## src/core/lbtd_pkg.sv

```systemverilog
// What this block does
// - Carry test: status takes inverted carry, then carry is cleared.
// - Positive carry test: status takes carry, then carry is set.
// - Positive zero test: status takes zero flag, zero flag unchanged.
// - Indirect port test: port L[3:2]+4, bit L[1:0], status takes inverted pin.
// - Positive memory test: status takes page-zero nibble y bit b, not inverted.
// - Prefix 0x38 then 0110 k: OR immediate into memory at pointer pair.
// - Prefix 0x38 then 0010 k: OR accumulator with immediate.
// - Byte 010111bb tests accumulator bit b.
// - Byte 010110bb tests bit b of memory at pointer pair.
// - Prefix 0x39 then 10 b y: inverted page-zero memory bit test.
// - Prefix 0x3B then 10 b p: inverted port bit test.
// - Port tests read output latch for output-only ports, else pin level.
package lbtd_pkg;
  localparam logic [31:0] LBTD_REG_CTRL = 32'h0000_0000;
  localparam logic [31:0] LBTD_REG_INSTR = 32'h0000_0004;
  localparam logic [31:0] LBTD_REG_STATE = 32'h0000_0008;
  localparam logic [31:0] LBTD_REG_PTR = 32'h0000_000C;
  localparam logic [31:0] LBTD_REG_PORTS = 32'h0000_0010;
  localparam logic [31:0] LBTD_REG_MEMACC = 32'h0000_0014;
  localparam logic [7:0] LBTD_OP_PFX_IMM = 8'h38;
  localparam logic [7:0] LBTD_OP_PFX_MEM = 8'h39;
  localparam logic [7:0] LBTD_OP_PFX_PORT = 8'h3B;
  localparam logic [7:0] LBTD_OP_OR_AM = 8'h1D;
  localparam logic [7:0] LBTD_OP_TEST_CF = 8'h06;
  localparam logic [7:0] LBTD_OP_TEST_POSITIVE_CF = 8'h04;
  localparam logic [7:0] LBTD_OP_TEST_POSITIVE_ZF = 8'h0E;
  localparam logic [7:0] LBTD_OP_TEST_POSITIVE_GF = 8'h01;
  localparam logic [7:0] LBTD_OP_TEST_L = 8'h37;
  localparam logic [5:0] LBTD_OP_TEST_A = 6'h17;
  localparam logic [5:0] LBTD_OP_TEST_HL = 6'h16;
  localparam logic [3:0] LBTD_SUB_OR_A = 4'h2;
  localparam logic [3:0] LBTD_SUB_OR_M = 4'h6;
  localparam logic [1:0] LBTD_SUB_TEST = 2'h2;
  localparam logic [1:0] LBTD_SUB_TEST_POSITIVE = 2'h3;
  localparam logic [3:0] LBTD_PORT_GRP_BASE = 4'h4;
  localparam logic [15:0] LBTD_OUT_ONLY_PORTS = 16'h0006;
  localparam logic [3:0] LBTD_RST_NIBBLE = 4'h0;
  localparam logic [1:0] LBTD_RESP_OKAY = 2'b00;
  localparam logic [1:0] LBTD_RESP_SLVERR = 2'b10;
  typedef enum logic [1:0] {LBTD_IDLE, LBTD_READ, LBTD_WRITE} lbtd_state_t;
endpackage

```

## src/core/lbtd_port_sel.sv

```systemverilog
`timescale 1ns/1ps
`default_nettype none
// Chooses one bit of one port; output-only ports answer from their latch.
module lbtd_port_sel
  import lbtd_pkg::*;
#(
  parameter int NPORTS = 16
) (
  // Port state
  input wire logic [4*NPORTS-1:0] pin_lvl,
  input wire logic [4*NPORTS-1:0] out_latch,
  // Selection
  input wire logic [3:0] port_idx,
  input wire logic [1:0] bit_idx,
  output logic bit_val
);
  logic [4*NPORTS-1:0] view;
  genvar g;
  generate
    for (g = 0; g < NPORTS; g++) begin : g_port
      assign view[4*g +: 4] = LBTD_OUT_ONLY_PORTS[g] ? out_latch[4*g +: 4]
                                                     : pin_lvl[4*g +: 4];
    end
  endgenerate
  assign bit_val = view[{port_idx, bit_idx}];
endmodule
`default_nettype wire

```

## src/core/lbtd_dmem.sv

```systemverilog
`timescale 1ns/1ps
`default_nettype none
// Data memory with two combinational read ports and one clocked write port.
module lbtd_dmem
  import lbtd_pkg::*;
#(
  parameter int AW = 8
) (
  // Clock only
  input wire logic aclk,
  // Ports
  input wire logic [AW-1:0] ra_addr,
  output logic [3:0] ra_data,
  input wire logic [AW-1:0] rb_addr,
  output logic [3:0] rb_data,
  input wire logic we,
  input wire logic [AW-1:0] wa_addr,
  input wire logic [3:0] wa_data
);
  logic [3:0] mem [0:(1<<AW)-1];
  always_ff @(posedge aclk) begin
    if (we) begin
      mem[wa_addr] <= wa_data;
    end
  end
  assign ra_data = mem[ra_addr];
  assign rb_data = mem[rb_addr];
endmodule
`default_nettype wire

```

## src/core/lbtd_core.sv

```systemverilog
`timescale 1ns/1ps
`default_nettype none
// Executes the OR and bit-test instructions written to the instruction register.
module lbtd_core
  import lbtd_pkg::*;
#(
  parameter int AW = 8
) (
  // Clock and reset
  input wire logic aclk,
  input wire logic aresetn,
  // Write address channel
  input wire logic [31:0] s_axi_awaddr,
  input wire logic s_axi_awvalid,
  output logic s_axi_awready,
  // Write data channel
  input wire logic [31:0] s_axi_wdata,
  input wire logic [3:0] s_axi_wstrb,
  input wire logic s_axi_wvalid,
  output logic s_axi_wready,
  // Write response channel
  output logic [1:0] s_axi_bresp,
  output logic s_axi_bvalid,
  input wire logic s_axi_bready,
  // Read address channel
  input wire logic [31:0] s_axi_araddr,
  input wire logic s_axi_arvalid,
  output logic s_axi_arready,
  // Read data channel
  output logic [31:0] s_axi_rdata,
  output logic [1:0] s_axi_rresp,
  output logic s_axi_rvalid,
  input wire logic s_axi_rready,
  // Port pins of the sixteen ports
  input wire logic [63:0] port_pins,
  output logic [63:0] port_latch_q
);
  logic [3:0] accumulator_register_q;
  logic carry_flag_q;
  logic zero_flag_q;
  logic status_flag_q;
  logic general_flag_q;
  logic [3:0] high_pointer_q;
  logic [3:0] low_pointer_register_q;
  logic [7:0] prefix_q;
  logic prefix_pend_q;
  logic [63:0] pins_s1_q;
  logic [63:0] pins_s2_q;
  logic [AW-1:0] mem_addr_q;
  logic [3:0] mem_rdata;
  logic [3:0] mem_hl;
  logic [3:0] mem_y;
  logic mem_we;
  logic [AW-1:0] mem_wa;
  logic [3:0] mem_wd;
  logic [AW-1:0] hl_addr;
  logic [3:0] port_idx;
  logic [1:0] port_bit;
  logic port_bit_val;
  logic aw_hold_q;
  logic w_hold_q;
  logic [31:0] awaddr_q;
  logic [31:0] wdata_q;
  logic [3:0] wstrb_q;
  logic wr_go;
  logic exec;
  logic [7:0] ibyte;
  logic sw_mem_we;
  logic [31:0] rd_d;
  logic rd_ok;
  logic wr_ok;

  // Two-stage capture of the asynchronous port pins.
  always_ff @(posedge aclk) begin
    if (!aresetn) begin
      pins_s1_q <= '0;
      pins_s2_q <= '0;
    end else begin
      pins_s1_q <= port_pins;
      pins_s2_q <= pins_s1_q;
    end
  end

  // The write fires once both address and data have been taken, in either order.
  assign wr_go = aw_hold_q && w_hold_q && !s_axi_bvalid;
  assign wr_ok = awaddr_q[31:2] <= LBTD_REG_MEMACC[31:2];
  assign exec = wr_go && awaddr_q[31:2] == LBTD_REG_INSTR[31:2] && wstrb_q[0];
  assign ibyte = wdata_q[7:0];
  assign sw_mem_we = wr_go && awaddr_q[31:2] == LBTD_REG_MEMACC[31:2] && wstrb_q[0];
  assign hl_addr = AW'({high_pointer_q, low_pointer_register_q});

  always_ff @(posedge aclk) begin
    if (!aresetn) begin
      aw_hold_q <= 1'b0;
      w_hold_q <= 1'b0;
      awaddr_q <= '0;
      wdata_q <= '0;
      wstrb_q <= '0;
      s_axi_awready <= 1'b0;
      s_axi_wready <= 1'b0;
      s_axi_bvalid <= 1'b0;
      s_axi_bresp <= LBTD_RESP_OKAY;
    end else begin
      s_axi_awready <= !aw_hold_q && !s_axi_awready && s_axi_awvalid;
      s_axi_wready <= !w_hold_q && !s_axi_wready && s_axi_wvalid;
      if (s_axi_awvalid && s_axi_awready) begin
        aw_hold_q <= 1'b1;
        awaddr_q <= s_axi_awaddr;
      end
      if (s_axi_wvalid && s_axi_wready) begin
        w_hold_q <= 1'b1;
        wdata_q <= s_axi_wdata;
        wstrb_q <= s_axi_wstrb;
      end
      if (wr_go) begin
        s_axi_bvalid <= 1'b1;
        s_axi_bresp <= wr_ok ? LBTD_RESP_OKAY : LBTD_RESP_SLVERR;
      end
      if (s_axi_bvalid && s_axi_bready) begin
        s_axi_bvalid <= 1'b0;
        aw_hold_q <= 1'b0;
        w_hold_q <= 1'b0;
      end
    end
  end

  // Prefix bytes are held until their second byte arrives.
  always_ff @(posedge aclk) begin
    if (!aresetn) begin
      prefix_q <= 8'h00;
      prefix_pend_q <= 1'b0;
    end else if (exec) begin
      if (!prefix_pend_q && (ibyte == LBTD_OP_PFX_IMM || ibyte == LBTD_OP_PFX_MEM ||
                             ibyte == LBTD_OP_PFX_PORT)) begin
        prefix_q <= ibyte;
        prefix_pend_q <= 1'b1;
      end else begin
        prefix_pend_q <= 1'b0;
      end
    end
  end

  assign port_idx = !prefix_pend_q ? low_pointer_register_q[3:2] + LBTD_PORT_GRP_BASE
                                   : ibyte[3:0];
  assign port_bit = !prefix_pend_q ? low_pointer_register_q[1:0] : ibyte[5:4];

  lbtd_port_sel #(.NPORTS(16)) u_port_sel (
    .pin_lvl(pins_s2_q),
    .out_latch(port_latch_q),
    .port_idx(port_idx),
    .bit_idx(port_bit),
    .bit_val(port_bit_val)
  );

  // Port B serves the page-zero operand while an instruction executes and the software
  // window otherwise, so a window read must not coincide with an executing write.
  lbtd_dmem #(.AW(AW)) u_dmem (
    .aclk(aclk),
    .ra_addr(hl_addr),
    .ra_data(mem_hl),
    .rb_addr(exec ? AW'(ibyte[3:0]) : mem_addr_q),
    .rb_data(mem_y),
    .we(mem_we),
    .wa_addr(mem_wa),
    .wa_data(mem_wd)
  );

  // Data memory write: the software memory window, else OR immediate into memory at the pointer pair.
  always_comb begin
    mem_we = 1'b0;
    mem_wa = hl_addr;
    mem_wd = mem_hl | ibyte[3:0];
    if (sw_mem_we) begin
      mem_we = 1'b1;
      mem_wa = AW'(wdata_q[AW+3:4]);
      mem_wd = wdata_q[3:0];
    end else if (exec && prefix_pend_q && prefix_q == LBTD_OP_PFX_IMM &&
                 ibyte[7:4] == LBTD_SUB_OR_M) begin
      mem_we = 1'b1;
    end
  end
  assign mem_rdata = mem_y;

  // Flags and accumulator; flags an instruction does not name are left alone.
  always_ff @(posedge aclk) begin
    if (!aresetn) begin
      accumulator_register_q <= LBTD_RST_NIBBLE;
      carry_flag_q <= 1'b0;
      zero_flag_q <= 1'b0;
      status_flag_q <= 1'b1;
      general_flag_q <= 1'b0;
    end else if (exec && prefix_pend_q) begin
      case (prefix_q)
        LBTD_OP_PFX_IMM: begin
          if (ibyte[7:4] == LBTD_SUB_OR_A) begin
            accumulator_register_q <= accumulator_register_q | ibyte[3:0];
            zero_flag_q <= (accumulator_register_q | ibyte[3:0]) == 4'h0;
          end else if (ibyte[7:4] == LBTD_SUB_OR_M) begin
            zero_flag_q <= (mem_hl | ibyte[3:0]) == 4'h0;
          end
        end
        LBTD_OP_PFX_MEM: begin
          if (ibyte[7:6] == LBTD_SUB_TEST) begin
            status_flag_q <= !mem_y[ibyte[5:4]];
          end else if (ibyte[7:6] == LBTD_SUB_TEST_POSITIVE) begin
            status_flag_q <= mem_y[ibyte[5:4]];
          end
        end
        LBTD_OP_PFX_PORT: begin
          if (ibyte[7:6] == LBTD_SUB_TEST) begin
            status_flag_q <= !port_bit_val;
          end else if (ibyte[7:6] == LBTD_SUB_TEST_POSITIVE) begin
            status_flag_q <= port_bit_val;
          end
        end
        default: begin
        end
      endcase
    end else if (exec && !prefix_pend_q) begin
      if (ibyte == LBTD_OP_TEST_CF) begin
        status_flag_q <= !carry_flag_q;
        carry_flag_q <= 1'b0;
      end else if (ibyte == LBTD_OP_TEST_POSITIVE_CF) begin
        status_flag_q <= carry_flag_q;
        carry_flag_q <= 1'b1;
      end else if (ibyte == LBTD_OP_TEST_POSITIVE_ZF) begin
        status_flag_q <= zero_flag_q;
      end else if (ibyte == LBTD_OP_TEST_POSITIVE_GF) begin
        status_flag_q <= general_flag_q;
      end else if (ibyte == LBTD_OP_TEST_L) begin
        status_flag_q <= !port_bit_val;
      end else if (ibyte[7:2] == LBTD_OP_TEST_A) begin
        status_flag_q <= !accumulator_register_q[ibyte[1:0]];
      end else if (ibyte[7:2] == LBTD_OP_TEST_HL) begin
        status_flag_q <= !mem_hl[ibyte[1:0]];
      end else if (ibyte == LBTD_OP_OR_AM) begin
        accumulator_register_q <= accumulator_register_q | mem_hl;
        zero_flag_q <= (accumulator_register_q | mem_hl) == 4'h0;
      end
    end else if (wr_go && awaddr_q[31:2] == LBTD_REG_STATE[31:2] && wstrb_q[0]) begin
      accumulator_register_q <= wdata_q[3:0];
      carry_flag_q <= wdata_q[4];
      zero_flag_q <= wdata_q[5];
      status_flag_q <= wdata_q[6];
      general_flag_q <= wdata_q[7];
    end
  end

  // Pointer pair, output latches and software memory address.
  always_ff @(posedge aclk) begin
    if (!aresetn) begin
      high_pointer_q <= LBTD_RST_NIBBLE;
      low_pointer_register_q <= LBTD_RST_NIBBLE;
      port_latch_q <= '0;
      mem_addr_q <= '0;
    end else if (wr_go && wstrb_q[0]) begin
      if (awaddr_q[31:2] == LBTD_REG_PTR[31:2]) begin
        low_pointer_register_q <= wdata_q[3:0];
        high_pointer_q <= wdata_q[7:4];
      end
      if (awaddr_q[31:2] == LBTD_REG_PORTS[31:2]) begin
        port_latch_q[{wdata_q[11:8], 2'b00} +: 4] <= wdata_q[3:0];
      end
      if (awaddr_q[31:2] == LBTD_REG_CTRL[31:2]) begin
        mem_addr_q <= AW'(wdata_q[AW-1:0]);
      end
    end
  end

  // Read path.
  always_comb begin
    rd_d = 32'h0000_0000;
    rd_ok = 1'b1;
    case (s_axi_araddr[31:2])
      LBTD_REG_CTRL[31:2]: rd_d = 32'(mem_addr_q);
      LBTD_REG_INSTR[31:2]: rd_d = {23'h0, prefix_pend_q, prefix_q};
      LBTD_REG_STATE[31:2]: rd_d = {24'h0, general_flag_q, status_flag_q, zero_flag_q,
                                    carry_flag_q, accumulator_register_q};
      LBTD_REG_PTR[31:2]: rd_d = {24'h0, high_pointer_q, low_pointer_register_q};
      LBTD_REG_PORTS[31:2]: rd_d = pins_s2_q[31:0];
      LBTD_REG_MEMACC[31:2]: rd_d = {28'h0, mem_rdata};
      default: rd_ok = 1'b0;
    endcase
  end

  always_ff @(posedge aclk) begin
    if (!aresetn) begin
      s_axi_arready <= 1'b0;
      s_axi_rvalid <= 1'b0;
      s_axi_rdata <= '0;
      s_axi_rresp <= LBTD_RESP_OKAY;
    end else begin
      s_axi_arready <= !s_axi_rvalid && !s_axi_arready && s_axi_arvalid;
      if (s_axi_arvalid && s_axi_arready) begin
        s_axi_rvalid <= 1'b1;
        s_axi_rdata <= rd_d;
        s_axi_rresp <= rd_ok ? LBTD_RESP_OKAY : LBTD_RESP_SLVERR;
      end else if (s_axi_rvalid && s_axi_rready) begin
        s_axi_rvalid <= 1'b0;
      end
    end
  end
endmodule
`default_nettype wire

```

## config.mk

```make
export PLATFORM = sky130hd
export DESIGN_NAME = lbtd_core
export DESIGN_NICKNAME = d
export VERILOG_FILES = /design/src/core/lbtd_pkg.sv /design/src/core/lbtd_port_sel.sv /design/src/core/lbtd_dmem.sv /design/src/core/lbtd_core.sv
export SDC_FILE = /design/constraint.sdc
export NUM_CORES = 2
export LEC_CHECK = 0
export BUFFER_PORTS_ARGS = -buffer_cell sky130_fd_sc_hd__buf_2
export CORE_MARGIN = 2
export CORE_UTILIZATION = 60
export DETAILED_ROUTE_END_ITERATION = 10
export GPL_TIMING_DRIVEN = 0
export MAX_ROUTING_LAYER = met4
export PLACE_DENSITY = 0.78
export SYNTH_ARGS = -nofsm -noshare
export SYNTH_HDL_FRONTEND = slang
export SYNTH_HIERARCHICAL = 1
export SYNTH_SLANG_ARGS = --single-unit
```

## constraint.sdc

```tcl
create_clock -name aclk -period 12.5 [get_ports aclk]
set_clock_uncertainty 0.2 [all_clocks]
set_input_delay 1.875 -clock aclk [delete_from_list [all_inputs] [get_ports aclk]]
set_output_delay 1.875 -clock aclk [all_outputs]
set_load 0.05 [all_outputs]
```

==> results.sh <==
export IMPL_status="finished with violations"
export IMPL_violations="capacitance limit, slew limit"
export IMPL_cp_start_kind="flop"
export IMPL_layout_drive_gt1_share_pct=26.5
export IMPL_ctsResizeCount=0
export IMPL_crit_arrival_ns=9.92
export IMPL_fill_cells=6993
export IMPL_multiInputGateArea_mm2=0.0228
export IMPL_p_per_area_mw_per_mm2=131
export IMPL_synthAdderAreaFrac_pct=0.0817
export IMPL_viasPerCell=7.32
export IMPL_power_total_w=0.00906
export IMPL_antenna_left=0
export IMPL_grt_overflow_total=0
export IMPL_clock_sinks=1333
export IMPL_clk_latency_ns=0.78
export IMPL_core_mm2=0.102
export IMPL_htreeDepth=4
export IMPL_hold_viol=0
export IMPL_drc_errors=0
export IMPL_synth_top_family_by_area="multiplexers"
export IMPL_synth_ff_type="edfxtp_1"
export IMPL_area_growth_pct=13.0
export IMPL_nets=4605
export IMPL_synth_warnings=6
export IMPL_synth_compound_area_share_pct=5.53
export IMPL_peakVddDrop_mv=0.125
export IMPL_p_clk_share_pct=46.0
export IMPL_design_area_mm2=0.0693
export IMPL_clockBufferDepth=3
export IMPL_wirelength_um=227000
export IMPL_period_share_pct=75.9
export IMPL_p_leak_nw=21.9
export IMPL_gr_usage_met3_pct=14.3
export IMPL_drtPass1Iterations=8
export IMPL_layout_common_cells="1024 x edfxtp_1, 487 x mux4_2, 414 x nor2_1"
export IMPL_syn_avg_cell_area_um2=15.2
export IMPL_cts_root_buf="clkbuf_16"
export IMPL_ys_ff_latch=1333
export IMPL_port_buffers=245
export IMPL_worst_slew_pin_slew_ns=1.69
export IMPL_place_area_mm2=0.0646
export IMPL_rows=117
export IMPL_maxSlewHeadroom_pct=-12.4
export IMPL_die_height_um=324
export IMPL_setup_viol_count_final=0
export IMPL_clkSlewWorstSetupHoldPaths_ns=0.06
export IMPL_synthSimpleGateAreaFrac_pct=8.55
export IMPL_cap_viol_max_count=4
export IMPL_grt_pass1_vias=41460
export IMPL_via_count=43368
export IMPL_ios=276
export IMPL_p_sw_w=0.00192
export IMPL_grt_pass1_wl_um=311000
export IMPL_critPathMaxFanout=10
export IMPL_combPwrFrac_pct=1.6
export IMPL_start_util_pct=60.3
export IMPL_gp_congestion=1.10
export IMPL_drt_iter0_drc=7815
export IMPL_yosysUniqueCellTypes=88
export IMPL_rsz0062_at_grt="false"
export IMPL_max_freq_mhz=105
export IMPL_synth_xor_area_share_pct=0.0429
export IMPL_gr_usage_met1_pct=53.4
export IMPL_cts_buffers=140
export IMPL_dpl_worst_slack_ns=3.68
export IMPL_layout_min_cycle_time_ns=9.49
export IMPL_grt_max_degree=105
export IMPL_switching_share_pct=21.1
export IMPL_synth_mux_area_share_pct=22.9
export IMPL_dp_hpwl_um=161000
export IMPL_synthArstFlopShare_pct=0
export IMPL_layout_commonest_cell="edfxtp_1"
export IMPL_p_int_w=0.00715
export IMPL_synth_edf_count=1024
export IMPL_min_path_type="flop to flop"
export IMPL_netlist_instances=4028
export IMPL_grt_usage_pct=44.9
export IMPL_synth_area_mm2=0.0613
export IMPL_worst_setup_path_end_kind="flop"
export IMPL_setup_slack_ns=3.01
export IMPL_tns_ns=0
export IMPL_layout_area_seq_mm2=0.0369
export IMPL_cts_hold_buf=0
export IMPL_die_w_um=324
export IMPL_cts_tree="built"
export IMPL_seqPwrFrac_pct=52.5
export IMPL_instances_no_fill=5922
export IMPL_grt_antenna_before_repair=10
export IMPL_ys_seq_area_share_pct=60.3
export IMPL_slew_viol_final=43
export IMPL_wl_per_cell_um=38.4
export IMPL_use_met2_pct=66.1
export IMPL_cts_setup_buffers=0
export IMPL_critical_path_required_ns=12.93
export IMPL_die_area_mm2=0.105
export IMPL_crit_type="flop to flop"
export IMPL_dp_cells=5655
export IMPL_grt_busiest_layer="met2"
-- per-layer routing --
layer  vias to the layer above  part of all wire (%)
met1                     21563                    32
met5                         -                     0
met4                         0                   8.3
met3                       915                    15
met2                      4023                    45
li1                      16867                     -
-- cells in the mapped netlist, types with 5 or more instances --
cell / count / area (um2)
a211oi_1: 33 / 248
nand4_1: 32 / 200
nor2_1: 414 / 1550
a2bb2oi_1: 6 / 52.6
a31oi_1: 14 / 87.6
dfxtp_1: 309 / 6190
edfxtp_1: 1024 / 30700
nor4_1: 16 / 100
clkbuf_1: 190 / 713
buf_2: 44 / 220
nor3_2: 7 / 70.1
a21boi_0: 8 / 60.1
o22ai_1: 47 / 294
mux4_2: 487 / 11000
inv_1: 12 / 45.0
a21oi_1: 104 / 521
or2_2: 8 / 50.1
mux2i_1: 220 / 2200
o32ai_1: 6 / 52.6
o31ai_1: 10 / 75.1
nor2b_1: 34 / 213
and3_1: 15 / 93.8
nand3_1: 70 / 350
a22oi_1: 38 / 285
buf_1: 17 / 63.8
o21ai_1: 5 / 25.0
o221ai_1: 70 / 613
buf_6: 32 / 360
o21ai_0: 62 / 310
buf_4: 29 / 218
o211ai_1: 6 / 45.0
a21o_1: 7 / 52.6
and2_1: 146 / 913
a22o_1: 8 / 70.1
a2111oi_0: 9 / 78.8
a221oi_1: 14 / 123
nand2b_1: 36 / 225
or3_1: 9 / 56.3
nand2_1: 229 / 860
mux2_2: 72 / 811
nor3_1: 34 / 170
-- power by group through the flow --
stage / clock network [W] / registers, W / logic, W
floorplan: 0 / 0.00485 / 0.0000719
global placement: 0 / 0.00486 / 0.000134
detailed placement: 0 / 0.00485 / 0.000139
CTS: 0.00418 / 0.00476 / 0.000140
global route: 0.00435 / 0.00476 / 0.000152
finish: 0.00417 / 0.00476 / 0.000141
-- worst max-delay path, cell delays in order, from the launching register on --
cell and delay, ns:
dfxtp_1 0.31, or4_4 0.53, buf_6 0.15, nor4_2 0.51, nand3_1 0.37, clkbuf_1 0.33
nand2_1 0.13, nand2_1 0.05, clkbuf_1 0.24, inv_2 0.51, buf_2 0.73, clkbuf_1 1.03
clkbuf_1 0.97, a21oi_1 0.18, o32ai_1 1.06, o221ai_1 0.49, nand3_1 0.41, mux4_2 0.37
xnor2_1 0.08, a311o_1 0.40, o221ai_1 0.16, nand3_1 0.09
-- registers in the layout, indices dropped and copies added (netlist names), 12 cells and up --
register / flops
awaddr_q: 30
pins_s2_q: 64
s_axi_rdata: 32
u_dmem/mem: 1024
wdata_q: 12
port_latch_q: 64
pins_s1_q: 64
-- layout make-up --
| type | count | area share (%) |
|---|---|---|
| timing repair buffer | 259 | 2.28 |
| antenna | 12 | 0.0433 |
| clock inverter | 83 | 1.26 |
| clock buffer | 171 | 5.40 |
| tap | 1368 | 2.47 |
| inverter | 17 | 0.0921 |
| multi-input combinational | 2367 | 32.8 |
| sequential | 1333 | 53.3 |
| buffer | 312 | 2.32 |
-- stage by stage --
stage	hold slack [ns]	utilization (%)
finish	0.226	68.2
global route	0.241	68.2
CTS	0.226	68.2
detailed placement	0.218	63.6
global placement	0.214	63.2
floorplan	0.212	-
-- logic make-up after synthesis --
kind of cell / count (synthesis)
flops: 1333
simple gates: 1090
mux: 780
compound gates: 488
buf+inv: 329
fa+ha+maj: 4
xor+xnor: 3
other cells: 1
-- final timing paths --
check	startpoint	to	slack (ns)	cells past startpoint
setup / recovery	awaddr_q[5]	status_flag_q	3.01	21
hold / removal	pins_s1_q[57]	pins_s2_q[57]	0.23	1
setup reg to reg	awaddr_q[5]	status_flag_q	3.01	21
hold reg to reg	pins_s1_q[57]	pins_s2_q[57]	0.23	1
(Power assumes the default switching activity.)
